[src/common/hamc_defs.svh]
// register offsets, field positions and reset values of the amplifier mode control
`ifndef HAMC_DEFS_SVH
`define HAMC_DEFS_SVH

// ************************************************************
// register offsets
// ************************************************************
`define HAMC_AMP_CONTROL_ADDR 8'h01
`define HAMC_VOLUME_ADDR 8'h02
`define HAMC_OUTPUT_FLOAT_ADDR 8'h03
`define HAMC_FAULT_STATUS_ADDR 8'h04

// ************************************************************
// field positions
// ************************************************************
`define HAMC_LEFT_EN_BIT 7
`define HAMC_RIGHT_EN_BIT 6
`define HAMC_MODE_HI_BIT 5
`define HAMC_MODE_LO_BIT 4
`define HAMC_SOFT_DOWN_BIT 0
`define HAMC_LEFT_MUTE_BIT 7
`define HAMC_RIGHT_MUTE_BIT 6
`define HAMC_GAIN_HI_BIT 5
`define HAMC_LEFT_FLOAT_BIT 0
`define HAMC_RIGHT_FLOAT_BIT 1
`define HAMC_FAULT_BIT 0

// ************************************************************
// reset values and mode codes
// ************************************************************
`define HAMC_AMP_CONTROL_RST 8'h00
`define HAMC_VOLUME_RST 8'hC0
`define HAMC_OUTPUT_FLOAT_RST 8'h00
`define HAMC_MODE_STEREO 2'h0
`define HAMC_MODE_DUAL_MONO 2'h1
`define HAMC_MODE_BRIDGE 2'h2

`endif

[src/common/hamc_pkg.sv]
// types shared by the amplifier mode control and its serial slave
package hamc_pkg;
  typedef logic [7:0] hamc_addr_t;
  typedef enum logic [2:0] {S_IDLE, S_ADDR, S_PTR, S_WRITE, S_READ} hamc_slave_state_t;
endpackage : hamc_pkg

[src/hamc_serial_slave.sv]
// two-wire serial slave that turns bus writes into register write pulses
`timescale 1ns/1ps
`default_nettype none
module hamc_serial_slave #(
  parameter logic [6:0] DEV_ADDR = 7'h2C  // arbitrary value
) (
  input wire logic clk,
  input wire logic rst,
  input wire logic scl_pin,
  input wire logic sda_pin,
  output logic sda_oe,
  output logic wr_pulse,
  output hamc_pkg::hamc_addr_t wr_addr,
  output logic [7:0] wr_data,
  output hamc_pkg::hamc_addr_t rd_addr,
  input wire logic [7:0] rd_data
);
  import hamc_pkg::*;

  logic scl_meta, scl_sync, scl_prev, sda_meta, sda_sync, sda_prev;
  hamc_slave_state_t state;
  logic [3:0] bit_cnt;
  logic [7:0] shreg;
  logic [7:0] ptr;
  logic ack_drive;
  logic read_req;
  logic start_cond, stop_cond, scl_rise, scl_fall;

  // ************************************************************
  // pin synchronisers
  // ************************************************************
  always_ff @(posedge clk) begin
    if (rst) begin
      scl_meta <= 1'b1;
      scl_sync <= 1'b1;
      scl_prev <= 1'b1;
      sda_meta <= 1'b1;
      sda_sync <= 1'b1;
      sda_prev <= 1'b1;
    end else begin
      scl_meta <= scl_pin;
      scl_sync <= scl_meta;
      scl_prev <= scl_sync;
      sda_meta <= sda_pin;
      sda_sync <= sda_meta;
      sda_prev <= sda_sync;
    end
  end

  assign start_cond = scl_sync && scl_prev && sda_prev && !sda_sync;
  assign stop_cond = scl_sync && scl_prev && !sda_prev && sda_sync;
  assign scl_rise = scl_sync && !scl_prev;
  assign scl_fall = !scl_sync && scl_prev;
  assign rd_addr = ptr;
  assign sda_oe = ack_drive || (state == S_READ && bit_cnt < 4'd8 && !shreg[7]);

  // ************************************************************
  // byte engine
  // ************************************************************
  always_ff @(posedge clk) begin
    if (rst) begin
      state <= S_IDLE;
      bit_cnt <= 4'h0;
      shreg <= 8'h00;
      ptr <= 8'h00;
      ack_drive <= 1'b0;
      read_req <= 1'b0;
      wr_pulse <= 1'b0;
      wr_addr <= 8'h00;
      wr_data <= 8'h00;
    end else begin
      wr_pulse <= 1'b0;
      if (start_cond) begin
        state <= S_ADDR;
        // the start's own scl fall wraps the count to zero
        bit_cnt <= 4'hF;
        ack_drive <= 1'b0;
      end else if (stop_cond) begin
        state <= S_IDLE;
        bit_cnt <= 4'h0;
        ack_drive <= 1'b0;
      end else if (state != S_IDLE && scl_rise) begin
        if (bit_cnt < 4'd8) begin
          if (state != S_READ) begin
            shreg <= {shreg[6:0], sda_sync};
          end
        end else if (state == S_READ) begin
          // master nack ends the read, ack moves to the next register
          if (sda_sync) begin
            state <= S_IDLE;
          end else begin
            ptr <= ptr + 8'h01;
          end
        end
      end else if (state != S_IDLE && scl_fall) begin
        if (bit_cnt == 4'd8) begin
          bit_cnt <= 4'h0;
          ack_drive <= 1'b0;
          case (state)
            S_ADDR: begin
              if (!ack_drive) begin
                state <= S_IDLE;
              end else if (read_req) begin
                state <= S_READ;
                shreg <= rd_data;
              end else begin
                state <= S_PTR;
              end
            end
            S_PTR: begin
              ptr <= shreg;
              state <= S_WRITE;
            end
            S_WRITE: begin
              // commit only once the acknowledge bit is over
              wr_pulse <= 1'b1;
              wr_addr <= ptr;
              wr_data <= shreg;
              ptr <= ptr + 8'h01;
            end
            S_READ: shreg <= rd_data;
            default: state <= S_IDLE;
          endcase
        end else begin
          bit_cnt <= bit_cnt + 4'h1;
          if (state == S_READ) begin
            shreg <= {shreg[6:0], 1'b0};
          end
          if (bit_cnt == 4'd7) begin
            case (state)
              S_ADDR: begin
                if (shreg[7:1] == DEV_ADDR) begin
                  ack_drive <= 1'b1;
                  read_req <= shreg[0];
                end
              end
              S_PTR, S_WRITE: ack_drive <= 1'b1;
              default: ack_drive <= 1'b0;
            endcase
          end
        end
      end
    end
  end
endmodule : hamc_serial_slave
`default_nettype wire

[src/hamc_mode_control.sv]
// register bank and mode decoding of the headphone amplifier
`timescale 1ns/1ps
`default_nettype none
`include "hamc_defs.svh"

// Summary of operation
// - shutdown pin low overrides every mode
// - hardware shutdown restores all register defaults
// - soft power down stops pump and outputs
// - clearing soft power down resumes operation
// - soft power down clears both enables
// - enable bits switch each amplifier independently
// - disabled amplifiers leave charge pump running
// - float bits release each output independently
// - mode 00 drives independent stereo channels
// - mode 01 copies left to both when both enables are set
// - mode 10 bridges left across outputs when both enables are set
// - start-up defaults: muted, stereo, disabled
// - thermal fault shuts down, flag readable
// - volume gives 64 steps; both mutes attenuate
module hamc_mode_control #(
  parameter logic [6:0] DEV_ADDR = 7'h2C  // arbitrary value
) (
  input wire logic CLOCK,
  input wire logic RESET,
  input wire logic HW_SHUTDOWN_N,
  input wire logic SCL,
  input wire logic SDA_IN,
  output logic SDA_OUT,
  output logic SDA_OE,
  input wire logic THERMAL_TRIP,
  output logic CHARGE_PUMP_ON,
  output logic LEFT_OUTPUT_EN,
  output logic RIGHT_OUTPUT_EN,
  output logic LEFT_OUTPUT_FLOAT,
  output logic RIGHT_OUTPUT_FLOAT,
  output logic RIGHT_FROM_LEFT,
  output logic BRIDGE_EN,
  output logic [5:0] GAIN_STEP,
  output logic LEFT_MUTE,
  output logic RIGHT_MUTE,
  output logic FULL_ATTEN,
  output logic THERMAL_FAULT
);
  import hamc_pkg::*;

  logic sd_meta, sd_sync, therm_meta, therm_sync;
  logic hw_reset, active, both_en, fault;
  logic wr_pulse;
  hamc_addr_t wr_addr, rd_addr;
  logic [7:0] wr_data, rd_data, next_amp_control;
  logic [7:0] amp_control, volume, output_float_control;
  logic [1:0] mode;

  // ************************************************************
  // pin synchronisers
  // ************************************************************
  always_ff @(posedge CLOCK) begin
    if (RESET) begin
      sd_meta <= 1'b0;
      sd_sync <= 1'b0;
      therm_meta <= 1'b0;
      therm_sync <= 1'b0;
    end else begin
      sd_meta <= HW_SHUTDOWN_N;
      sd_sync <= sd_meta;
      therm_meta <= THERMAL_TRIP;
      therm_sync <= therm_meta;
    end
  end

  assign hw_reset = RESET || !sd_sync;
  assign SDA_OUT = 1'b0;

  // ************************************************************
  // serial slave
  // ************************************************************
  hamc_serial_slave #(.DEV_ADDR(DEV_ADDR)) u_slave (
    .clk(CLOCK),
    .rst(hw_reset),
    .scl_pin(SCL),
    .sda_pin(SDA_IN),
    .sda_oe(SDA_OE),
    .wr_pulse(wr_pulse),
    .wr_addr(wr_addr),
    .wr_data(wr_data),
    .rd_addr(rd_addr),
    .rd_data(rd_data)
  );

  // ************************************************************
  // register bank
  // ************************************************************
  always_comb begin
    next_amp_control = wr_data;
    if (wr_data[`HAMC_SOFT_DOWN_BIT]) begin
      next_amp_control[`HAMC_LEFT_EN_BIT] = 1'b0;
      next_amp_control[`HAMC_RIGHT_EN_BIT] = 1'b0;
    end
  end

  always_ff @(posedge CLOCK) begin
    if (hw_reset) begin
      amp_control <= `HAMC_AMP_CONTROL_RST;
      volume <= `HAMC_VOLUME_RST;
      output_float_control <= `HAMC_OUTPUT_FLOAT_RST;
    end else if (wr_pulse) begin
      case (wr_addr)
        `HAMC_AMP_CONTROL_ADDR: amp_control <= next_amp_control;
        `HAMC_VOLUME_ADDR: volume <= wr_data;
        `HAMC_OUTPUT_FLOAT_ADDR: output_float_control <= wr_data;
        default: amp_control <= amp_control;
      endcase
    end
  end

  // sticky fault, write one to clear, a new trip wins over the clear
  always_ff @(posedge CLOCK) begin
    if (hw_reset) begin
      fault <= 1'b0;
    end else if (therm_sync) begin
      fault <= 1'b1;
    end else if (wr_pulse && wr_addr == `HAMC_FAULT_STATUS_ADDR && wr_data[`HAMC_FAULT_BIT]) begin
      fault <= 1'b0;
    end
  end

  always_comb begin
    case (rd_addr)
      `HAMC_AMP_CONTROL_ADDR: rd_data = amp_control;
      `HAMC_VOLUME_ADDR: rd_data = volume;
      `HAMC_OUTPUT_FLOAT_ADDR: rd_data = output_float_control;
      `HAMC_FAULT_STATUS_ADDR: rd_data = {7'h00, fault};
      default: rd_data = 8'h00;
    endcase
  end

  // ************************************************************
  // mode decoding
  // ************************************************************
  assign mode = amp_control[`HAMC_MODE_HI_BIT:`HAMC_MODE_LO_BIT];
  assign active = sd_sync && !amp_control[`HAMC_SOFT_DOWN_BIT] && !fault;
  assign both_en = amp_control[`HAMC_LEFT_EN_BIT] && amp_control[`HAMC_RIGHT_EN_BIT];

  always_ff @(posedge CLOCK) begin
    if (RESET) begin
      CHARGE_PUMP_ON <= 1'b0;
      LEFT_OUTPUT_EN <= 1'b0;
      RIGHT_OUTPUT_EN <= 1'b0;
      LEFT_OUTPUT_FLOAT <= 1'b0;
      RIGHT_OUTPUT_FLOAT <= 1'b0;
      RIGHT_FROM_LEFT <= 1'b0;
      BRIDGE_EN <= 1'b0;
      GAIN_STEP <= 6'h00;
      LEFT_MUTE <= 1'b1;
      RIGHT_MUTE <= 1'b1;
      FULL_ATTEN <= 1'b1;
      THERMAL_FAULT <= 1'b0;
    end else begin
      // pump depends only on power state, not on the enables
      CHARGE_PUMP_ON <= active;
      LEFT_OUTPUT_EN <= active && amp_control[`HAMC_LEFT_EN_BIT];
      RIGHT_OUTPUT_EN <= active && amp_control[`HAMC_RIGHT_EN_BIT];
      LEFT_OUTPUT_FLOAT <= sd_sync && output_float_control[`HAMC_LEFT_FLOAT_BIT];
      RIGHT_OUTPUT_FLOAT <= sd_sync && output_float_control[`HAMC_RIGHT_FLOAT_BIT];
      // stereo when neither routing flag is set
      RIGHT_FROM_LEFT <= both_en && mode == `HAMC_MODE_DUAL_MONO;
      BRIDGE_EN <= both_en && mode == `HAMC_MODE_BRIDGE;
      GAIN_STEP <= volume[`HAMC_GAIN_HI_BIT:0];
      LEFT_MUTE <= volume[`HAMC_LEFT_MUTE_BIT];
      RIGHT_MUTE <= volume[`HAMC_RIGHT_MUTE_BIT];
      FULL_ATTEN <= volume[`HAMC_LEFT_MUTE_BIT] && volume[`HAMC_RIGHT_MUTE_BIT];
      THERMAL_FAULT <= fault;
    end
  end
endmodule : hamc_mode_control
`default_nettype wire

[config.mk]
export PLATFORM = sky130hd
export DESIGN_NAME = hamc_mode_control
export DESIGN_NICKNAME = d
export VERILOG_FILES = /design/src/common/hamc_pkg.sv /design/src/hamc_serial_slave.sv /design/src/hamc_mode_control.sv
export VERILOG_INCLUDE_DIRS = /design/src /design/src/common
export SDC_FILE = /design/constraint.sdc
export NUM_CORES = 1
export LEC_CHECK = 0
export BUFFER_PORTS_ARGS = -buffer_cell sky130_fd_sc_hd__buf_2
export CAP_MARGIN = 10
export CELL_PAD_IN_SITES_DETAIL_PLACEMENT = 0
export CELL_PAD_IN_SITES_GLOBAL_PLACEMENT = 1
export CORE_MARGIN = 2
export CORE_UTILIZATION = 42
export CTS_CLUSTER_DIAMETER = 40
export CTS_CLUSTER_SIZE = 20
export DETAILED_ROUTE_END_ITERATION = 10
export PLACE_DENSITY = 0.82
export SYNTH_ARGS = -nofsm -noshare
export SYNTH_HDL_FRONTEND = slang
export SYNTH_SLANG_ARGS = --single-unit
[constraint.sdc]
create_clock -name CLOCK -period 1.83 [get_ports CLOCK]
set_input_delay 0.183 -clock CLOCK [delete_from_list [all_inputs] [get_ports CLOCK]]
set_output_delay 0.183 -clock CLOCK [all_outputs]
set_load 0.02 [all_outputs]
==> metrics.txt <==
Final ANT Viol Nets 0; top post-synthesis cells by area dfxtp_1, mux2i_1, nor2_1; multi-input logic area about 2200 um2; min cycle time layout between 1.5 and 2 ns; Synth top area share 0.4608; Slew Viols, Final 0; root buffer cell clkbuf_8; # rows 35; CP max stage delay about 0.48 ns; Hold WS between 0.01 and 0.015 ns; Synth Area per Inst around 9 um2; Final nets 519; FF-to-FF End u_slave.state[1]$_SDFFE_PP0P_; Buf/Inv on CP 1; initial cell density of the core 0.4378; die area approximately 11000 um2; Synth Register Bits 94; FILL cells between 800 and 900; Slew headroom 0.6442; # setup viols final 0; share of cells above drive strength 1 0.2461; Residual DRC 0; die span in x between 100 and 150 um; hold depth 2; startpoint types flip-flop; sequential cell area between 1500 and 2000 um2; Synth-to-Final Area Change 21.11%; Post-synth EDFFs 0; CP max stage cell or4_1; syn nets between 400 and 500; Yosys cell types 60; GP Congestion approximately 0.81; CTS Buffer Depth 2; CP top delay family simple AND/OR/NAND/NOR gates; die height just over 100 um; reg-to-reg slack, setup roughly 0.035 ns; crit path kind reg -> reg; CP Capture Type flip-flop; CTS H-tree depth 3; P_int between 2 and 3 mW; leakage between 1.5 and 2 nW; hpwl dp around 6.7 mm; Sw Ratio 0.2435; Setup WS pre-CTS -0.08729 ns; Pwr per Cell Area slightly below 700 nW/um2; Worst Path Arrival between 2 and 2.5 ns; Buffers on Ports 23; Initial DRT Pass Iterations 6; CP required 2.12 ns; I/O pins 25; CTS tree built; worst min-delay path class in -> reg; GR Overflow Total 0; vias in the first global route ~3200; largest net degree at the start of global routing 42; fmax ~560 MHz; Top FF cell, synth dfxtp_1; Sinks on Clock Net 94; RSZ-0062 raised after global routing yes; drt first-iter violations 126; final wirelength around 9.6 mm; TritonCTS buffer count 9; clk slew on worst S/H paths 0.10 ns; wire length per cell between 10 and 15 um; min-delay src HW_SHUTDOWN_N; Core ar. around 9300 um2; routed via count approximately 3400; initial antenna violation count 0; measured slew at the worst slew-check pin between 0.5 and 0.6 ns; Hold Fails Final Rpt 0; Setup Skew between 0.01 and 0.015 ns; Via-to-Cell Ratio 5.345; ANT cells 0; GRT Util Overall 0.1905; Syn Std Cell Area 4084 um2; Mapped Cells between 400 and 500; final cycle utilization of the critical path 0.9808; number of max-cap violations 0; Hold Crit Endpoint sd_meta$_SDFF_PP0_; RR Startpoint u_slave.state[0]$_SDFFE_PP0P_; status finished clean; P_sw 0.8345 mW; part of the power in combinational logic 0.013; Clk pwr share 0.389; critical-path cell list buf_6, and3b_2, a2111oi_4, o21ai_2, or4_1, a21oi_1; sequential cell area fraction in the yosys report 0.4608; Yosys Warn Count 0; setup slack after layout roughly 0.035 ns; top cell type by total area after synthesis dfxtp_1; first-pass GRT wire length between 15 and 20 mm; Flop pwr share 0.598; Max FO, Critical Path 5; worst vdd ir 0.3642 mV; worst r2r path cells 6; worst skew pair latency 0.37 ns; Post-synth ARST share 0
-- flip-flops by register name (all words and copies together) (netlist names), 3 cells and up --
register and cells:
u_slave.state 3, amp_control 8, GAIN_STEP 6, u_slave.wr_data 8, output_float_control 8, u_slave.bit_cnt 4, u_slave.wr_addr 8, u_slave.rd_addr 8
volume 8, u_slave.shreg 8
-- metal layers --
layer / part of all wire / GRT usage / up-vias
li1: - / - / 1710
met3: 0.030 / 0.02576 / 10
met2: 0.48 / 0.3092 / 58
met4: 0.015 / 0.06974 / 0
met5: 0 / 0 / -
met1: 0.48 / 0.2595 / 1648
-- per-stage QoR --
stage / cell area, um2 / util / power (mW) / TNS, ns / instances
2_1_floorplan: 4084 / - / 2.123 / 0 / 452
5_1_grt: 4946 / 0.5302 / 3.548 / -0.07181 / 641
3_5_place_dp: 4549 / 0.4877 / 2.140 / -0.7225 / 618
3_3_place_gp: 4549 / 0.4877 / 2.140 / -0.1639 / 618
6_report: 4946 / 0.5302 / 3.427 / 0 / 641
4_1_cts: 4815 / 0.5162 / 3.459 / 0 / 639
-- power groups by stage --
stage / combinational (mW) / sequential (mW) / clock [mW]
3_5_place_dp: 0.0409 / 2.10 / 0
5_1_grt: 0.0484 / 2.05 / 1.45
3_3_place_gp: 0.0409 / 2.10 / 0
6_report: 0.0441 / 2.05 / 1.33
4_1_cts: 0.0442 / 2.05 / 1.36
2_1_floorplan: 0.0244 / 2.10 / 0
-- worst max path at each step --
stage	slack (ns)	cells after the start	end	start
floorplan	0.01	7	u_slave.state[2]$_SDFFE_PP0P_	u_slave.bit_cnt[0]$_SDFFE_PP0P_
global placement	-0.04	8	u_slave.shreg[7]$_SDFFE_PP0P_	u_slave.bit_cnt[0]$_SDFFE_PP0P_
detailed placement	-0.09	8	u_slave.shreg[7]$_SDFFE_PP0P_	u_slave.bit_cnt[0]$_SDFFE_PP0P_
CTS	0.004	8	u_slave.shreg[2]$_SDFFE_PP0P_	u_slave.rd_addr[1]$_SDFFE_PP0P_
global route	-0.06	8	u_slave.state[1]$_SDFFE_PP0P_	u_slave.bit_cnt[0]$_SDFFE_PP0P_
finish	0.04	6	u_slave.state[1]$_SDFFE_PP0P_	u_slave.state[0]$_SDFFE_PP0P_
-- placed cells by master, fill, tap and decap left out, types with 11 or more instances in the layout --
| cell | netlist | layout |
|---|---|---|
| nand2_1 | 29 | 28 |
| dfxtp_1 | 94 | 87 |
| nand2b_1 | 13 | 13 |
| buf_2 | 3 | 23 |
| nand3_1 | 17 | 17 |
| buf_4 | 3 | 42 |
| mux2i_1 | 34 | 34 |
| a21oi_1 | 34 | 32 |
| nor3_1 | 12 | 11 |
| o21ai_0 | 26 | 24 |
| nor2_1 | 50 | 49 |
| nor2b_1 | 16 | 14 |
-- cells in the mapped netlist, types with 2 or more instances --
| master | instances |
|---|---|
| nor2b_1 | 16 |
| buf_6 | 4 |
| nand3b_1 | 4 |
| o22ai_1 | 4 |
| nor2_1 | 50 |
| or4_1 | 3 |
| nand2_1 | 29 |
| o211ai_1 | 3 |
| nor3b_1 | 7 |
| or3b_2 | 2 |
| nor4_1 | 3 |
| nand3_1 | 17 |
| or2b_1 | 6 |
| and2_1 | 6 |
| inv_1 | 8 |
| a222oi_1 | 8 |
| a21oi_1 | 34 |
| or3_1 | 2 |
| a211oi_1 | 2 |
| or2_2 | 2 |
| o21ai_0 | 26 |
| nand2b_1 | 13 |
| and3_1 | 2 |
| buf_2 | 3 |
| o31a_1 | 2 |
| ha_1 | 6 |
| nor3_1 | 12 |
| clkbuf_1 | 16 |
| mux2i_1 | 34 |
| dfxtp_1 | 94 |
| o31ai_1 | 3 |
| buf_4 | 3 |
-- kinds of logic after synthesis --
| kind of cell | Yosys count | synth area share |
|---|---|---|
| and+or+nand+nor | 185 | 0.2426 |
| DFF | 94 | 0.4608 |
| buffers and inverters | 35 | 0.04320 |
| AOI/OAI and AO/OA | 96 | 0.1486 |
| adders and majority gates | 6 | 0.01838 |
| muxes | 34 | 0.08333 |
| xor gates and xnor gates | 1 | 0.002145 |
| other | 1 | 0.0009182 |
-- cell type report --
cell class,instances,share of cell area
clock buffer,9,0.02504
clock inverter,7,0.01265
inverter,8,0.006071
multi-input combinational,323,0.4371
sequential,94,0.3827
tap,129,0.03263
timing repair buffer,71,0.1037
-- what timing repair did --
item	CTS	global route
endpoints found under the setup margin	31	21
gates resized for setup	9	30
hold endpoints to repair	2	0
cloned	0	0
buffers inserted	3	2
pin swaps	4	6
hold buffers	2	0
Note: power is estimated with default switching activity, not from simulation.
